[config.mk]
export PLATFORM = sky130hd
export DESIGN_NAME = qgfc_top
export DESIGN_NICKNAME = d
export VERILOG_FILES = /design/src/shared/qgfc_pkg.sv /design/src/hdl/qgfc_sync.sv /design/src/hdl/qgfc_top.sv
export SDC_FILE = /design/constraint.sdc
export NUM_CORES = 1
export LEC_CHECK = 0
export BUFFER_PORTS_ARGS = -buffer_cell sky130_fd_sc_hd__buf_2
export CAP_MARGIN = 30
export CELL_PAD_IN_SITES_DETAIL_PLACEMENT = 1
export CELL_PAD_IN_SITES_GLOBAL_PLACEMENT = 2
export CORE_ASPECT_RATIO = 1.25
export CORE_MARGIN = 1.5
export CORE_UTILIZATION = 30
export DETAILED_ROUTE_END_ITERATION = 10
export PLACE_DENSITY_LB_ADDON = 0.08
export SLEW_MARGIN = 30
export SYNTH_ARGS = -nofsm -noshare
export SYNTH_HDL_FRONTEND = slang
export SYNTH_SLANG_ARGS = --single-unit
[constraint.sdc]
create_clock -name i_clk_sys -period 3.39 [get_ports i_clk_sys]
set_clock_uncertainty 0.2 [all_clocks]
set_input_delay 0.8475 -clock i_clk_sys [delete_from_list [all_inputs] [get_ports i_clk_sys]]
set_output_delay 0.8475 -clock i_clk_sys [all_outputs]
set_load 0.1 [all_outputs]
[src/shared/qgfc_pkg.sv]
// Shared constants, field layouts and types of the quad gate fault control block
package qgfc_pkg;

  localparam int NCH           = 4;
  localparam int WORD_W        = 8;
  localparam int BIT_CNT_W     = 4;
  localparam int BLANK_W       = 10;
  localparam int FILT_W        = 5;

  // System clock period
  localparam int CLK_PERIOD_NS = 25;

  // Turn-on blanking times at their upper limits, so monitoring never starts early
  localparam int T_ON00_NS     = 3400;
  localparam int T_ON01_NS     = 5900;
  localparam int T_ON10_NS     = 11200;
  localparam int T_ON11_NS     = 22300;
  localparam logic [BLANK_W-1:0] T_ON00_CYC = BLANK_W'(T_ON00_NS / CLK_PERIOD_NS);
  localparam logic [BLANK_W-1:0] T_ON01_CYC = BLANK_W'(T_ON01_NS / CLK_PERIOD_NS);
  localparam logic [BLANK_W-1:0] T_ON10_CYC = BLANK_W'(T_ON10_NS / CLK_PERIOD_NS);
  localparam logic [BLANK_W-1:0] T_ON11_CYC = BLANK_W'(T_ON11_NS / CLK_PERIOD_NS);

  // Fault filter time at its minimum, rounded up to whole cycles
  localparam int T_FF_NS       = 700;
  localparam logic [FILT_W-1:0] T_FF_CYC =
    FILT_W'((T_FF_NS + CLK_PERIOD_NS - 1) / CLK_PERIOD_NS);

  // Reset values
  localparam logic [1:0] BLANK_SEL_RST = 2'h0;
  localparam logic [1:0] ADDR_RST      = 2'h0;

  // Command word as shifted in, MSB first
  typedef struct packed {
    logic [1:0] addr;
    logic       rd_en;
    logic       mask;
    logic       clr;
    logic [1:0] blank_sel;
    logic       gate;
  } qgfc_cmd_type;

  // Fault word as shifted out, MSB first
  typedef struct packed {
    logic [1:0] addr;
    logic       write_flag_n;
    logic       cp_uv;
    logic       therm;
    logic       open_load_fault;
    logic       short_battery_fault;
    logic       stg;
  } qgfc_flt_type;

  function automatic logic [BLANK_W-1:0] qgfc_blank_cycles(input logic [1:0] sel);
    case (sel)
      2'h0:    qgfc_blank_cycles = T_ON00_CYC;
      2'h1:    qgfc_blank_cycles = T_ON01_CYC;
      2'h2:    qgfc_blank_cycles = T_ON10_CYC;
      default: qgfc_blank_cycles = T_ON11_CYC;
    endcase
  endfunction

endpackage

[src/hdl/qgfc_sync.sv]
// Two-flop synchroniser for pin inputs
`timescale 1ns/1ps
module qgfc_sync #(
  parameter int         W       = 1,
  parameter logic [W-1:0] RST_VAL = '0
) (
  input  wire logic         i_clk_sys,
  input  wire logic         i_nrst,
  input  wire logic [W-1:0] i_d,
  output logic      [W-1:0] o_q
);

  logic [W-1:0] meta_r;

  always_ff @(posedge i_clk_sys)
  begin
    if (!i_nrst)
    begin
      meta_r <= RST_VAL;
      o_q    <= RST_VAL;
    end
    else
    begin
      meta_r <= i_d;
      o_q    <= meta_r;
    end
  end

endmodule

[src/hdl/qgfc_top.sv]
// Quad gate driver control: serial port, fault latching and global gate gating
`timescale 1ns/1ps

// Notes on behaviour
// [RULE1] Serial port reaches one 8-bit command register and one 8-bit fault word.
// [RULE2] Gate is on when serial gate bit or discrete input is high.
// [RULE3] Command bits D2:D1 pick one of four turn-on blanking times per channel.
// [RULE4] Blanking selection resets to code 00, the shortest time.
// [RULE5] Clear bit with a channel selected clears that channel's latched faults.
// [RULE6] Clearing touches only the addressed channel.
// [RULE7] After clearing, the gate follows its command again so faults can reappear.
// [RULE8] Mask bit set ignores short-to-battery and open-load; clear registers them.
// [RULE9] Short-to-ground faults are never masked.
// [RULE10] Enable pin low with no faults: gates pulled low, fault pin high.
// [RULE11] Thermal warning pulls fault pin low; gates keep working.
// [RULE12] Masked off-state faults with enable high leave fault pin high, gates running.
// [RULE13] Latched short-to-ground forces its gate off and fault pin low.
// [RULE14] Charge pump undervoltage turns all gates off, fault pin low, regulator on.
// [RULE15] Logic undervoltage turns all gates off, fault pin low, pump and regulator on.
// [RULE16] Sleep pin low: gates released, pump and regulator off, fault pin low.
// [RULE17] Bits D7:D6 address channels 1 to 4 as codes 00 to 11.
// [RULE18] Bit D5 low discards the word; high registers it.
// [RULE19] Unmasked off-state source high after blanking latches short-to-battery, gate disabled.
// [RULE20] Faults register only if present longer than the filter time after blanking.
// [RULE21] One transfer is an 8-bit frame under chip select, command in, faults out.
module qgfc_top
  import qgfc_pkg::*;
(
  input  wire logic           i_clk_sys,
  input  wire logic           i_nrst,
  input  wire logic           i_spi_sclk,
  input  wire logic           i_spi_cs_n,
  input  wire logic           i_spi_mosi,
  output logic                o_spi_miso,
  output logic                o_spi_miso_oe,
  input  wire logic           i_sleep_control_n,
  input  wire logic           i_gate_permit_pin,
  input  wire logic [NCH-1:0] i_discrete_gate_input,
  input  wire logic [NCH-1:0] i_stg_cmp,
  input  wire logic [NCH-1:0] i_stb_cmp,
  input  wire logic [NCH-1:0] i_ol_cmp,
  input  wire logic           i_thermal_warn,
  input  wire logic           i_cp_undervoltage_lockout,
  input  wire logic           i_vdd_undervoltage_lockout,
  output logic [NCH-1:0]      o_gate_drive_output,
  output logic [NCH-1:0]      o_gate_drive_oe,
  output logic                o_fault_flag_n,
  output logic                o_charge_pump_supply_en,
  output logic                o_internal_regulator_en
);

  localparam int SYNC_W = 8 + 4 * NCH;
  localparam logic [SYNC_W-1:0] SYNC_RST = {1'b0, 1'b1, 1'b0, 1'b0, 1'b0,
                                            1'b0, 1'b0, 1'b0, {(4 * NCH){1'b0}}};

  // Synchronised pin levels
  logic [SYNC_W-1:0]  sync_q;
  logic               sclk_s;
  logic               cs_n_s;
  logic               mosi_s;
  logic               sleep_n_s;
  logic               permit_s;
  logic               therm_s;
  logic               cp_uv_s;
  logic               vdd_uv_s;
  logic [NCH-1:0]     din_s;
  logic [NCH-1:0]     stg_s;
  logic [NCH-1:0]     stb_s;
  logic [NCH-1:0]     ol_s;

  qgfc_sync #(
    .W       (SYNC_W),
    .RST_VAL (SYNC_RST)
  ) u_sync (
    .i_clk_sys (i_clk_sys),
    .i_nrst    (i_nrst),
    .i_d       ({i_spi_sclk, i_spi_cs_n, i_spi_mosi, i_sleep_control_n,
                 i_gate_permit_pin, i_thermal_warn, i_cp_undervoltage_lockout,
                 i_vdd_undervoltage_lockout, i_discrete_gate_input,
                 i_stg_cmp, i_stb_cmp, i_ol_cmp}),
    .o_q       (sync_q)
  );

  assign {sclk_s, cs_n_s, mosi_s, sleep_n_s, permit_s, therm_s, cp_uv_s,
          vdd_uv_s, din_s, stg_s, stb_s, ol_s} = sync_q;

  // Sleep acts as a reset of all control state
  logic               run;
  assign run = i_nrst && sleep_n_s;

  // Serial frame tracking
  logic               sclk_d_r;
  logic               cs_n_d_r;
  logic               sclk_rise;
  logic               sclk_fall;
  logic               cs_fall;
  logic               cs_rise;
  logic [WORD_W-1:0]  shift_in_r;
  logic [WORD_W-1:0]  shift_out_r;
  logic [BIT_CNT_W-1:0] bit_cnt_r;
  qgfc_cmd_type       cmd;
  qgfc_flt_type       flt_word;
  logic [1:0]         rd_addr_r;

  assign sclk_rise = sclk_s && !sclk_d_r;
  assign sclk_fall = !sclk_s && sclk_d_r;
  assign cs_fall   = !cs_n_s && cs_n_d_r;
  assign cs_rise   = cs_n_s && !cs_n_d_r;
  assign cmd       = qgfc_cmd_type'(shift_in_r);

  always_ff @(posedge i_clk_sys)
  begin
    if (!i_nrst)
    begin
      sclk_d_r <= 1'b0;
      cs_n_d_r <= 1'b1;
    end
    else
    begin
      sclk_d_r <= sclk_s;
      cs_n_d_r <= cs_n_s;
    end
  end

  // Command bits shift in MSB first on rising clock edges
  always_ff @(posedge i_clk_sys)
  begin
    if (!run)
    begin
      shift_in_r <= '0;
      bit_cnt_r  <= '0;
    end
    else if (cs_fall)
    begin
      bit_cnt_r  <= '0;
    end
    else if (!cs_n_s && sclk_rise)
    begin
      shift_in_r <= {shift_in_r[WORD_W-2:0], mosi_s};
      if (bit_cnt_r != BIT_CNT_W'(WORD_W))
      begin
        bit_cnt_r <= bit_cnt_r + BIT_CNT_W'(1);
      end
    end
  end

  // Per-channel command state
  logic [NCH-1:0]     gate_cmd_r;
  logic [1:0]         blank_sel_r [NCH];
  logic [NCH-1:0]     mask_r;
  logic [NCH-1:0]     clr_pulse_r;
  logic               accept;

  // Frames shorter than 8 bits are dropped whole; longer ones keep the last 8 bits
  assign accept = cs_rise && (bit_cnt_r == BIT_CNT_W'(WORD_W)) && cmd.rd_en; // [RULE18] [RULE21] [RULE1]

  always_ff @(posedge i_clk_sys)
  begin
    if (!run)
    begin
      gate_cmd_r  <= '0;
      mask_r      <= '0;
      clr_pulse_r <= '0;
      rd_addr_r   <= ADDR_RST;
      for (int k = 0; k < NCH; k++)
      begin
        blank_sel_r[k] <= BLANK_SEL_RST; // [RULE4]
      end
    end
    else
    begin
      clr_pulse_r <= '0;
      if (accept)
      begin
        rd_addr_r                <= cmd.addr; // [RULE17]
        gate_cmd_r[cmd.addr]     <= cmd.gate;
        blank_sel_r[cmd.addr]    <= cmd.blank_sel; // [RULE3]
        mask_r[cmd.addr]         <= cmd.mask;
        clr_pulse_r[cmd.addr]    <= cmd.clr; // [RULE5] [RULE6]
      end
    end
  end

  // Global gate permission
  logic               global_ok;
  assign global_ok = permit_s && !cp_uv_s && !vdd_uv_s; // [RULE10] [RULE14] [RULE15]

  logic [NCH-1:0]     stg_flt;
  logic [NCH-1:0]     stb_flt;
  logic [NCH-1:0]     ol_flt;
  logic [NCH-1:0]     gate_on;
  logic [NCH-1:0]     ch_block;

  genvar c;
  generate
    for (c = 0; c < NCH; c++)
    begin : g_ch
      logic               stg_r;
      logic               stb_r;
      logic               ol_r;
      logic               on_d_r;
      logic [BLANK_W-1:0] blank_cnt_r;
      logic [FILT_W-1:0]  stg_filt_r;
      logic [FILT_W-1:0]  stb_filt_r;
      logic [FILT_W-1:0]  ol_filt_r;
      logic               blanked;
      logic               stg_hit;
      logic               stb_hit;
      logic               ol_hit;

      // Latched faults hold the gate off; masking releases off-state ones
      assign ch_block[c] = stg_r || ((stb_r || ol_r) && !mask_r[c]); // [RULE13] [RULE19] [RULE8]
      assign gate_on[c]  = (gate_cmd_r[c] || din_s[c]) && !ch_block[c] && global_ok; // [RULE2] [RULE7]

      // Turn-off blanking reuses the turn-on selection
      assign blanked = blank_cnt_r < qgfc_blank_cycles(blank_sel_r[c]);

      always_ff @(posedge i_clk_sys)
      begin
        if (!run)
        begin
          on_d_r      <= 1'b0;
          blank_cnt_r <= '0;
        end
        else
        begin
          on_d_r <= gate_on[c];
          if (gate_on[c] != on_d_r)
          begin
            blank_cnt_r <= '0;
          end
          else if (blanked)
          begin
            blank_cnt_r <= blank_cnt_r + BLANK_W'(1);
          end
        end
      end

      // Filters count consecutive samples after blanking
      always_ff @(posedge i_clk_sys)
      begin
        if (!run || blanked || (gate_on[c] != on_d_r))
        begin
          stg_filt_r <= '0;
          stb_filt_r <= '0;
          ol_filt_r  <= '0;
        end
        else
        begin
          stg_filt_r <= (on_d_r && stg_s[c] && stg_filt_r != T_FF_CYC) ?
                        stg_filt_r + FILT_W'(1) : (on_d_r && stg_s[c] ? stg_filt_r : '0); // [RULE20]
          stb_filt_r <= (!on_d_r && stb_s[c] && stb_filt_r != T_FF_CYC) ?
                        stb_filt_r + FILT_W'(1) : (!on_d_r && stb_s[c] ? stb_filt_r : '0); // [RULE20]
          ol_filt_r  <= (!on_d_r && ol_s[c] && ol_filt_r != T_FF_CYC) ?
                        ol_filt_r + FILT_W'(1) : (!on_d_r && ol_s[c] ? ol_filt_r : '0); // [RULE20]
        end
      end

      assign stg_hit = (stg_filt_r == T_FF_CYC) && on_d_r; // [RULE9]
      assign stb_hit = (stb_filt_r == T_FF_CYC) && !on_d_r && !mask_r[c]; // [RULE8] [RULE19]
      assign ol_hit  = (ol_filt_r == T_FF_CYC) && !on_d_r && !mask_r[c]; // [RULE8]

      // Detection wins over a clear in the same cycle
      always_ff @(posedge i_clk_sys)
      begin
        if (!run)
        begin
          stg_r <= 1'b0;
          stb_r <= 1'b0;
          ol_r  <= 1'b0;
        end
        else
        begin
          stg_r <= stg_hit || (stg_r && !clr_pulse_r[c]); // [RULE13] [RULE5]
          stb_r <= stb_hit || (stb_r && !clr_pulse_r[c]); // [RULE19] [RULE5]
          ol_r  <= ol_hit || (ol_r && !clr_pulse_r[c]); // [RULE5]
        end
      end

      assign stg_flt[c] = stg_r;
      assign stb_flt[c] = stb_r;
      assign ol_flt[c]  = ol_r;
    end
  endgenerate

  // Fault word for the most recently addressed channel
  always_comb
  begin
    flt_word                     = '0;
    flt_word.addr                = rd_addr_r;
    flt_word.write_flag_n        = 1'b0;
    flt_word.cp_uv               = cp_uv_s;
    flt_word.therm               = therm_s;
    flt_word.open_load_fault     = ol_flt[rd_addr_r];
    flt_word.short_battery_fault = stb_flt[rd_addr_r];
    flt_word.stg                 = stg_flt[rd_addr_r];
  end

  // Read data shifts out on falling edges, first bit ready at select
  always_ff @(posedge i_clk_sys)
  begin
    if (!run)
    begin
      shift_out_r <= '0;
    end
    else if (cs_fall)
    begin
      shift_out_r <= flt_word; // [RULE21] [RULE1]
    end
    else if (!cs_n_s && sclk_fall)
    begin
      shift_out_r <= {shift_out_r[WORD_W-2:0], 1'b0};
    end
  end

  always_ff @(posedge i_clk_sys)
  begin
    if (!i_nrst)
    begin
      o_spi_miso    <= 1'b0;
      o_spi_miso_oe <= 1'b0;
    end
    else
    begin
      o_spi_miso    <= shift_out_r[WORD_W-1];
      o_spi_miso_oe <= !cs_n_s && sleep_n_s;
    end
  end

  // Unmasked off-state faults and thermal warning reach the fault pin
  logic               any_fault;
  assign any_fault = (|stg_flt) || (|((stb_flt | ol_flt) & ~mask_r)) || therm_s
                     || cp_uv_s || vdd_uv_s; // [RULE11] [RULE12] [RULE13] [RULE14] [RULE15]

  // Output stage
  always_ff @(posedge i_clk_sys)
  begin
    if (!i_nrst)
    begin
      o_gate_drive_output     <= '0;
      o_gate_drive_oe         <= '0;
      o_fault_flag_n          <= 1'b0;
      o_charge_pump_supply_en <= 1'b0;
      o_internal_regulator_en <= 1'b0;
    end
    else if (!sleep_n_s)
    begin
      o_gate_drive_output     <= '0; // [RULE16]
      o_gate_drive_oe         <= '0;
      o_fault_flag_n          <= 1'b0;
      o_charge_pump_supply_en <= 1'b0;
      o_internal_regulator_en <= 1'b0;
    end
    else
    begin
      o_gate_drive_output     <= gate_on; // [RULE10] [RULE11] [RULE12]
      o_gate_drive_oe         <= '1;
      o_fault_flag_n          <= !any_fault; // [RULE10]
      o_charge_pump_supply_en <= 1'b1; // [RULE14] [RULE15]
      o_internal_regulator_en <= 1'b1;
    end
  end

endmodule

## Word level (Yosys, flattened, before mapping)

Memories as Yosys holds them, arrays and structs flattened.
Cells that the tools add are included.

| word-level totals | value |
|---|---|
| register bits after elaboration | 212 |
| memory bits (writable) | 8 |
| output and inout bits | 13 |
| logic and storage cells | 338 |
| memories | 1 |

| operators by class | value |
|---|---|
| $add $sub $neg | 17 |
| $lt $le $gt $ge | 7 |
| eq/ne operators | 50 |
| multiplexer cells | 49 |
| bitwise operators | 6 |
| reduce and logical (&&, ||, !) cells | 158 |

Memory list:

| name | words | bits a word | rd ports | clocked after Yosys merged registers in | wr ports | RTL line | source |
|---|---|---|---|---|---|---|---|
| blank_sel_r | 4 | 2 | 4 | 0 | 4 | qgfc_top.sv:149 | `logic [1:0] blank_sel_r [NCH];` |

Operators by type and width:

| kind | count |
|---|---|
| $mux W5 | 24 |
| $pmux W10 S3 | 4 |
| $logic_and A1 B1 Y1 | 81 |
| $add A5 B1 Y5 const B | 12 |
| $eq A5 B5 Y1 const B | 12 |
| $ne A5 B5 Y1 const B | 12 |
| $add A10 B1 Y10 const B | 4 |
| $lt A10 B10 Y1 | 4 |
| $logic_or A1 B1 Y1 | 36 |
| $logic_not A1 Y1 | 24 |
| $ne A2 B1 Y1 const B | 12 |
| $mux W8 | 2 |
| $reduce_or A2 Y1 | 6 |
| $mux W1 | 10 |
| $and A4 B4 Y4 | 2 |
| $bwmux W4 | 2 |
| $eq A2 B1 Y1 const B | 4 |
| $eq A2 B2 Y1 const B | 4 |
| $logic_not A2 Y1 | 4 |
| $reduce_and A2 Y1 | 4 |
| $reduce_or A4 Y1 | 2 |
| $bmux W1 S2 | 3 |
| $lt A2 B3 Y1 const B | 2 |
| $add A4 B1 Y4 const B | 1 |
| 11 further kinds | 16 |

## Longest topological paths before layout

Gate-level depths: netlist of the first run.

| depth | value |
|---|---|
| depth after elaboration | 9 |
| mapped depth | 10 |
| gate-level depth less buffers | 8 |

## Modules after synthesis

Synthesis of the first run repeated with hierarchy kept, for this count alone.

| second synthesis, totals | value |
|---|---|
| cell total of the unflattened synthesis | 1030 |
| area, all modules | 9347.7 um2 |

Modules (own cells, without submodules):

| module | times used | cells each | area each (um2) | sequential area each (um2) |
|---|---|---|---|---|
| qgfc_top | 1 | 929 | 8046.5 | 3363.2 |
| qgfc_sync | 1 | 101 | 1301.2 | 960.9 |

## Worst setup path after synthesis of the first run

OpenSTA, ideal clock, no wires.

| timing path | value |
|---|---|
| path kind | flip-flop to output port |
| start point | register, netlist name o_gate_drive_oe[2] |
| end point | output o_gate_drive_oe[0] |
| arrival | 1.428 ns |
| data required time | 2.342 ns |
| path slack | 0.914 ns |
| stages on the path, launching flop included | 2 |
| buffers on the path | 1 |
| path through | dfxtp_1 > buf_4 |

RTL lines:

| element | RTL line | source |
|---|---|---|
| end: declaration | qgfc_top.sv:46 | `output logic [NCH-1:0] o_gate_drive_oe,` |

==> impl_metrics.ini, run 1 <==
[placement]
dp_hpwl_microns = 16090
placed_area_sq_um = 9853
io_buffer_count = 38
place_congestion = 0.7292
placed_cells = 1435

[critical_path]
startpoint_type = flop
worstSetupPathType = flop to flop
critPathCaptureType = flop
worst_ep_arrival_time_ps = 2970
cp_max_fo = 6
ff2ff_setup_slack_ps = 660
cp.required_ps = 3630

[outcome]
outcome = finished, final reports clean

[final_layout]
syn2layout_area_growth_pct = 15.92
layout.cells.non_filler = 1477
n_antenna_cell = 0
mostFrequentLayoutCell = dfxtp_1
final_cell_mix = dfxtp_1 (204), nor2_1 (134), a21oi_1 (75)
fin_area_sq_um = 10730
nets = 1144
fin_util_pct = 35.52
drive_gt1_share_pct = 10.69

[detailed_routing]
vias_per_cell = 4.837
drt_iter0_markers = 219
ant_nets = 0
remaining_drc_errors = 0
first_pass_iters = 4
vias = 7144
wire_per_inst_microns = 15.09
drt-total-wl_microns = 22280

[logic_synthesis]
synth.distinct_cells = 58
syn-num-nets = 1103
async_flop_share_pct = 0
synth_edf_count = 8
synth_area_sq_um = 9255
synth_cells = 1019
yosysWarnings = 0
synth_seq_cells = 212
ys_seq_area_share_pct = 46.72
syn_area_per_cell_sq_um = 9.083
ys.flop_type = dfxtp_1

[timing]
tns_ps = 0
rsz0062_at_grt = no
slew_viol_final = 0
period_share_pct = 80.57
hold_viol = 0
fmax_mhz = 366.1
min_period_ps = 2731
slew-limit-headroom_pct = 41.17
final-setup-viol-count = 0
worst_pin_slew_ps = 874.9

[floorplan]
die_area_sq_um = 31920
die_w_microns = 160.1
initial_core_util_pct = 30.64
die_h_microns = 199.4
ioPinCount = 39
rows = 71
coreArea_sq_um = 30200

[clock_network]
clock_sinks = 212
htreeDepth = 1
cts_tree = yes
root_buffer = clkbuf_16
cts_buffers = 24
clkLatencyLatePin_ps = 520
ctsHoldBuffers = 0
clk_pin_slew_ps = 60
cts_resized = 0
clock_path_buffers = 3
postCtsSetupRepairBufs = 0

[global_routing]
grt_max_degree = 52
overflow = 0
antenna_found_initial = 0
grt_pass1_vias = 7276
grt_pass1_wl_microns = 37290
grt_use_total_pct = 14.37

[power_and_ir_drop]
p_per_area_nw_per_um2 = 514.5
total_power_uw = 5520
leakage_uw = 0.003932
vdd_drop_max_mv = 0.2892

[flow_run]
maxCapViolCount = 0

[min_path]
hold_path.class = flop to flop
## area by class of cell
type / instances / area [sq um]
fill: 3486 / 19470
multi-input combinational: 724 / 4586
sequential: 212 / 4324
clock buffer: 32 / 723.2
tap: 401 / 501.7
timing repair buffer: 45 / 242.7
inverter: 53 / 198.9
clock inverter: 10 / 152.6
## registers in the layout (all words and copies together), names as in the netlist, 8 cells and up
register	cells
g_ch.stb_filt_r	20
g_ch.blank_cnt_r	40
cmd	8
u_sync.meta_r	24
blank_sel_r	8
u_sync.o_q	24
g_ch.ol_filt_r	20
g_ch.stg_filt_r	20
shift_out_r	8
## per-stage QoR
step	setup WS, ps	hold slack [ps]
floorplan	914.4	186.3
global placement	530.8	194.1
detailed placement	627.9	214.2
CTS	637.1	230.4
global route	366.2	251.6
finish	658.5	228.9
## worst max-delay path: stages (launching register included)
cell and delay (ps):
edfxtp_1 410, nand2_1 120, ha_1 380, nand3_1 180, o31ai_1 750, nand3_1 350
a211oi_1 240
## synthesized netlist by cell type (19+ instances only)
cell / number / share of area [%]
dfxtp_1: 204 / 44
nor2_1: 134 / 5.4
a21oi_1: 75 / 4.1
nand3_1: 61 / 3.3
ha_1: 58 / 7.8
and2_1: 54 / 3.7
inv_1: 52 / 2.1
nand2_1: 50 / 2.0
o21ai_0: 41 / 2.2
nand4_1: 24 / 1.6
or3_1: 21 / 1.4
mux2i_1: 20 / 2.2
and3_1: 19 / 1.3
## worst paths after layout
path	from	to	cells after the start
worst max-delay path	blank_sel_r[0][0]	g_ch[0].stb_filt_r[4]	6
worst min-delay path	u_sync.meta_r[22]	u_sync.o_q[22]	1
worst min register to register	u_sync.meta_r[22]	u_sync.o_q[22]	1
worst max register to register	blank_sel_r[0][0]	g_ch[0].stb_filt_r[4]	6
## routing by layer
layer	share of wire, %	up-vias	global-route usage (%)
li1	-	3652	-
met1	46	3390	17.44
met2	49	71	26.44
met3	3.2	31	2.159
met4	1.8	0	3.738
met5	0	-	0
## power breakdown
| group | total [uW] | internal [uW] | switching, uW |
|---|---|---|---|
| clock network | 2860 | 1790 | 1070 |
| logic | 110 | 41.3 | 68.3 |
| registers | 2550 | 2540 | 15.0 |
## logic make-up after synthesis
family | count (synthesis) | share of synthesized area, %
and+or+nand+nor | 435 | 24.17
DFF | 212 | 46.72
AOI/OAI and AO/OA | 181 | 11.94
buffers and inverters | 83 | 3.880
adders and majority gates | 58 | 7.841
xor gates and xnor gates | 27 | 2.555
muxes | 23 | 2.893
Note: power is estimated with default switching activity, not from simulation.
==> run 2: changes to the inputs <==
Clock period 3.39 ns to 2.59 ns, I/O delays scaled along.
==> run 2 against run 1 <==
Compared with the run above:
- die area is the same
- non-clock buffer count grew 25
- routed wire length grew 0.70%
- largest cell class unchanged
- first-iteration DRC count grew 2.7%
- largest power group unchanged
- power grew 33%
==> impl_metrics.ini, run 2 (same netlist as run 1, synthesis figures left out) <==
[clock_network]
clock_path_buffers = 3
cts_buffers = 25
cts_tree = yes
clk_pin_slew_ps = 70
clock_sinks = 212
clkLatencyLatePin_ps = 520
ctsHoldBuffers = 0
root_buffer = clkbuf_16
htreeDepth = 1

[min_path]
hold_path.class = input pin to flop
hold_depth = 2

[floorplan]
die_h_microns = 199.4
rows = 71
die_w_microns = 160.1
coreArea_sq_um = 30200
die_area_sq_um = 31920
ioPinCount = 39
initial_core_util_pct = 30.64

[final_layout]
top_register = g_ch.blank_cnt_r
reg_top3 = g_ch.blank_cnt_r (40), u_sync.meta_r (24), u_sync.o_q (24)
syn2layout_area_growth_pct = 20.08
final_cell_mix = dfxtp_1 (204), nor2_1 (133), a21oi_1 (64)
drive_gt1_share_pct = 15.67
n_antenna_cell = 0
mostFrequentLayoutCell = dfxtp_1
largest_reg_flops = 40
nets = 1170

[timing]
min_period_ps = 2509
rsz0062_at_grt = yes
period_share_pct = 96.89
fmax_mhz = 398.5
slew_viol_final = 0
slew-limit-headroom_pct = 59.72
worst_pin_slew_ps = 596.6
setup_ws_ps = 80.59
final-setup-viol-count = 0
tns_ps = 0
hold_viol = 0

[global_routing]
antenna_found_initial = 1
overflow = 0
grt_pass1_wl_microns = 37120
grt_max_degree = 52
grt_pass1_vias = 7347
grt_use_total_pct = 14.26

[critical_path]
worstSetupPathType = flop to flop
r2r_cells = 8
startpoint_type = flop
timing.rr.end = g_ch[1].blank_cnt_r[5]
cp_max_fo = 9
worst_ep_arrival_time_ps = 2770
critPathCaptureType = flop
ff2ff_setup_slack_ps = 80
endpoint = g_ch[1].blank_cnt_r[5]
critical_path.startpoint = blank_sel_r[1][1]
cp.required_ps = 2850
rr_startpoint = blank_sel_r[1][1]

[detailed_routing]
first_pass_iters = 4
remaining_drc_errors = 0
vias_per_cell = 4.838
vias = 7281
wire_per_inst_microns = 14.91
routed.top_layer = met4
m1WireLength_microns = 10420
dr_wl_met2_microns = 10870
ant_nets = 0
wl_met3_microns = 732
drt_iter0_markers = 225
drt-total-wl_microns = 22440

[outcome]
outcome = finished, final reports clean

[power_and_ir_drop]
p_per_area_nw_per_um2 = 662.7
leakage_uw = 0.004086
vdd_drop_max_mv = 0.3995

[placement]
place_congestion = 0.7376
dp_hpwl_microns = 16110
io_buffer_count = 38
place_worst_setup_slack_ps = -3.219

[flow_run]
maxCapViolCount = 0
[run 2: cell count changes in the layout (fill, tap and decap cells not counted), sizes merged]
cell / before / now
buf: 45 / 70
bufinv: 4 / 6
clkbuf: 32 / 29
clkinv: 6 / 7
clkinvlp: 1 / 3
inv: 52 / 53
[run 2: cell type report]
type,count,area [sq um]
fill,3479,19090
multi-input combinational,724,4728
sequential,212,4324
clock buffer,29,660.6
tap,401,501.7
timing repair buffer,70,454.2
clock inverter,16,245.2
inverter,53,198.9
[run 2: power by group]
group	switching (uW)	total (uW)	internal (uW)
logic	95.5	156	60.2
registers	19.5	3340	3320
clock network	1440	3870	2430
total	1560	7360	5810
[run 2: metrics by stage]
step | power (uW) | util, % | instance area, sq um | hold WS, ps | instances
2_1_floorplan | 3507 | - | 9255 | 186.3 | 1019
3_3_place_gp | 3563 | 33.11 | 10000 | 217.5 | 1454
3_5_place_dp | 3565 | 33.11 | 10000 | 220.8 | 1454
4_1_cts | 7517 | 36.18 | 10930 | 92.07 | 1499
5_1_grt | 7661 | 36.79 | 11110 | 108.1 | 1505
6_report | 7365 | 36.79 | 11110 | 116.6 | 1505
[run 2: worst min-delay path by stage]
stage / start / to / slack, ps
4_1_cts: i_spi_cs_n / u_sync.meta_r[22] / 90
5_1_grt: i_spi_cs_n / u_sync.meta_r[22] / 110
2_1_floorplan: u_sync.meta_r[22] / u_sync.o_q[22] / 190
6_report: i_spi_cs_n / u_sync.meta_r[22] / 120
3_3_place_gp: u_sync.meta_r[20] / u_sync.o_q[20] / 220
3_5_place_dp: u_sync.meta_r[0] / u_sync.o_q[0] / 220
[run 2: worst max-delay path, stage by stage (launching register included)]
cell	delay [ps]
edfxtp_1	430
inv_2	80
nor2_1	50
ha_1	180
or4_4	520
a21oi_4	180
o31ai_4	110
or4_4	540
a21oi_2	150
[run 2: repair_timing]
| action | 4_1_cts | 5_1_grt |
|---|---|---|
| buffers inserted | 0 | 6 |
| endpoints found under the hold margin | 0 | 0 |
| pin swaps | 0 | 14 |
| resized for setup | 3 | 39 |
| setup endpoints to repair | 4 | 27 |
[run 2: metal layers]
metal  vias to the layer above  track usage (%)
met5                         -                0
met4                         0            3.946
met3                        34            2.076
met2                        68            25.85
met1                      3467            17.56
li1                       3712                -
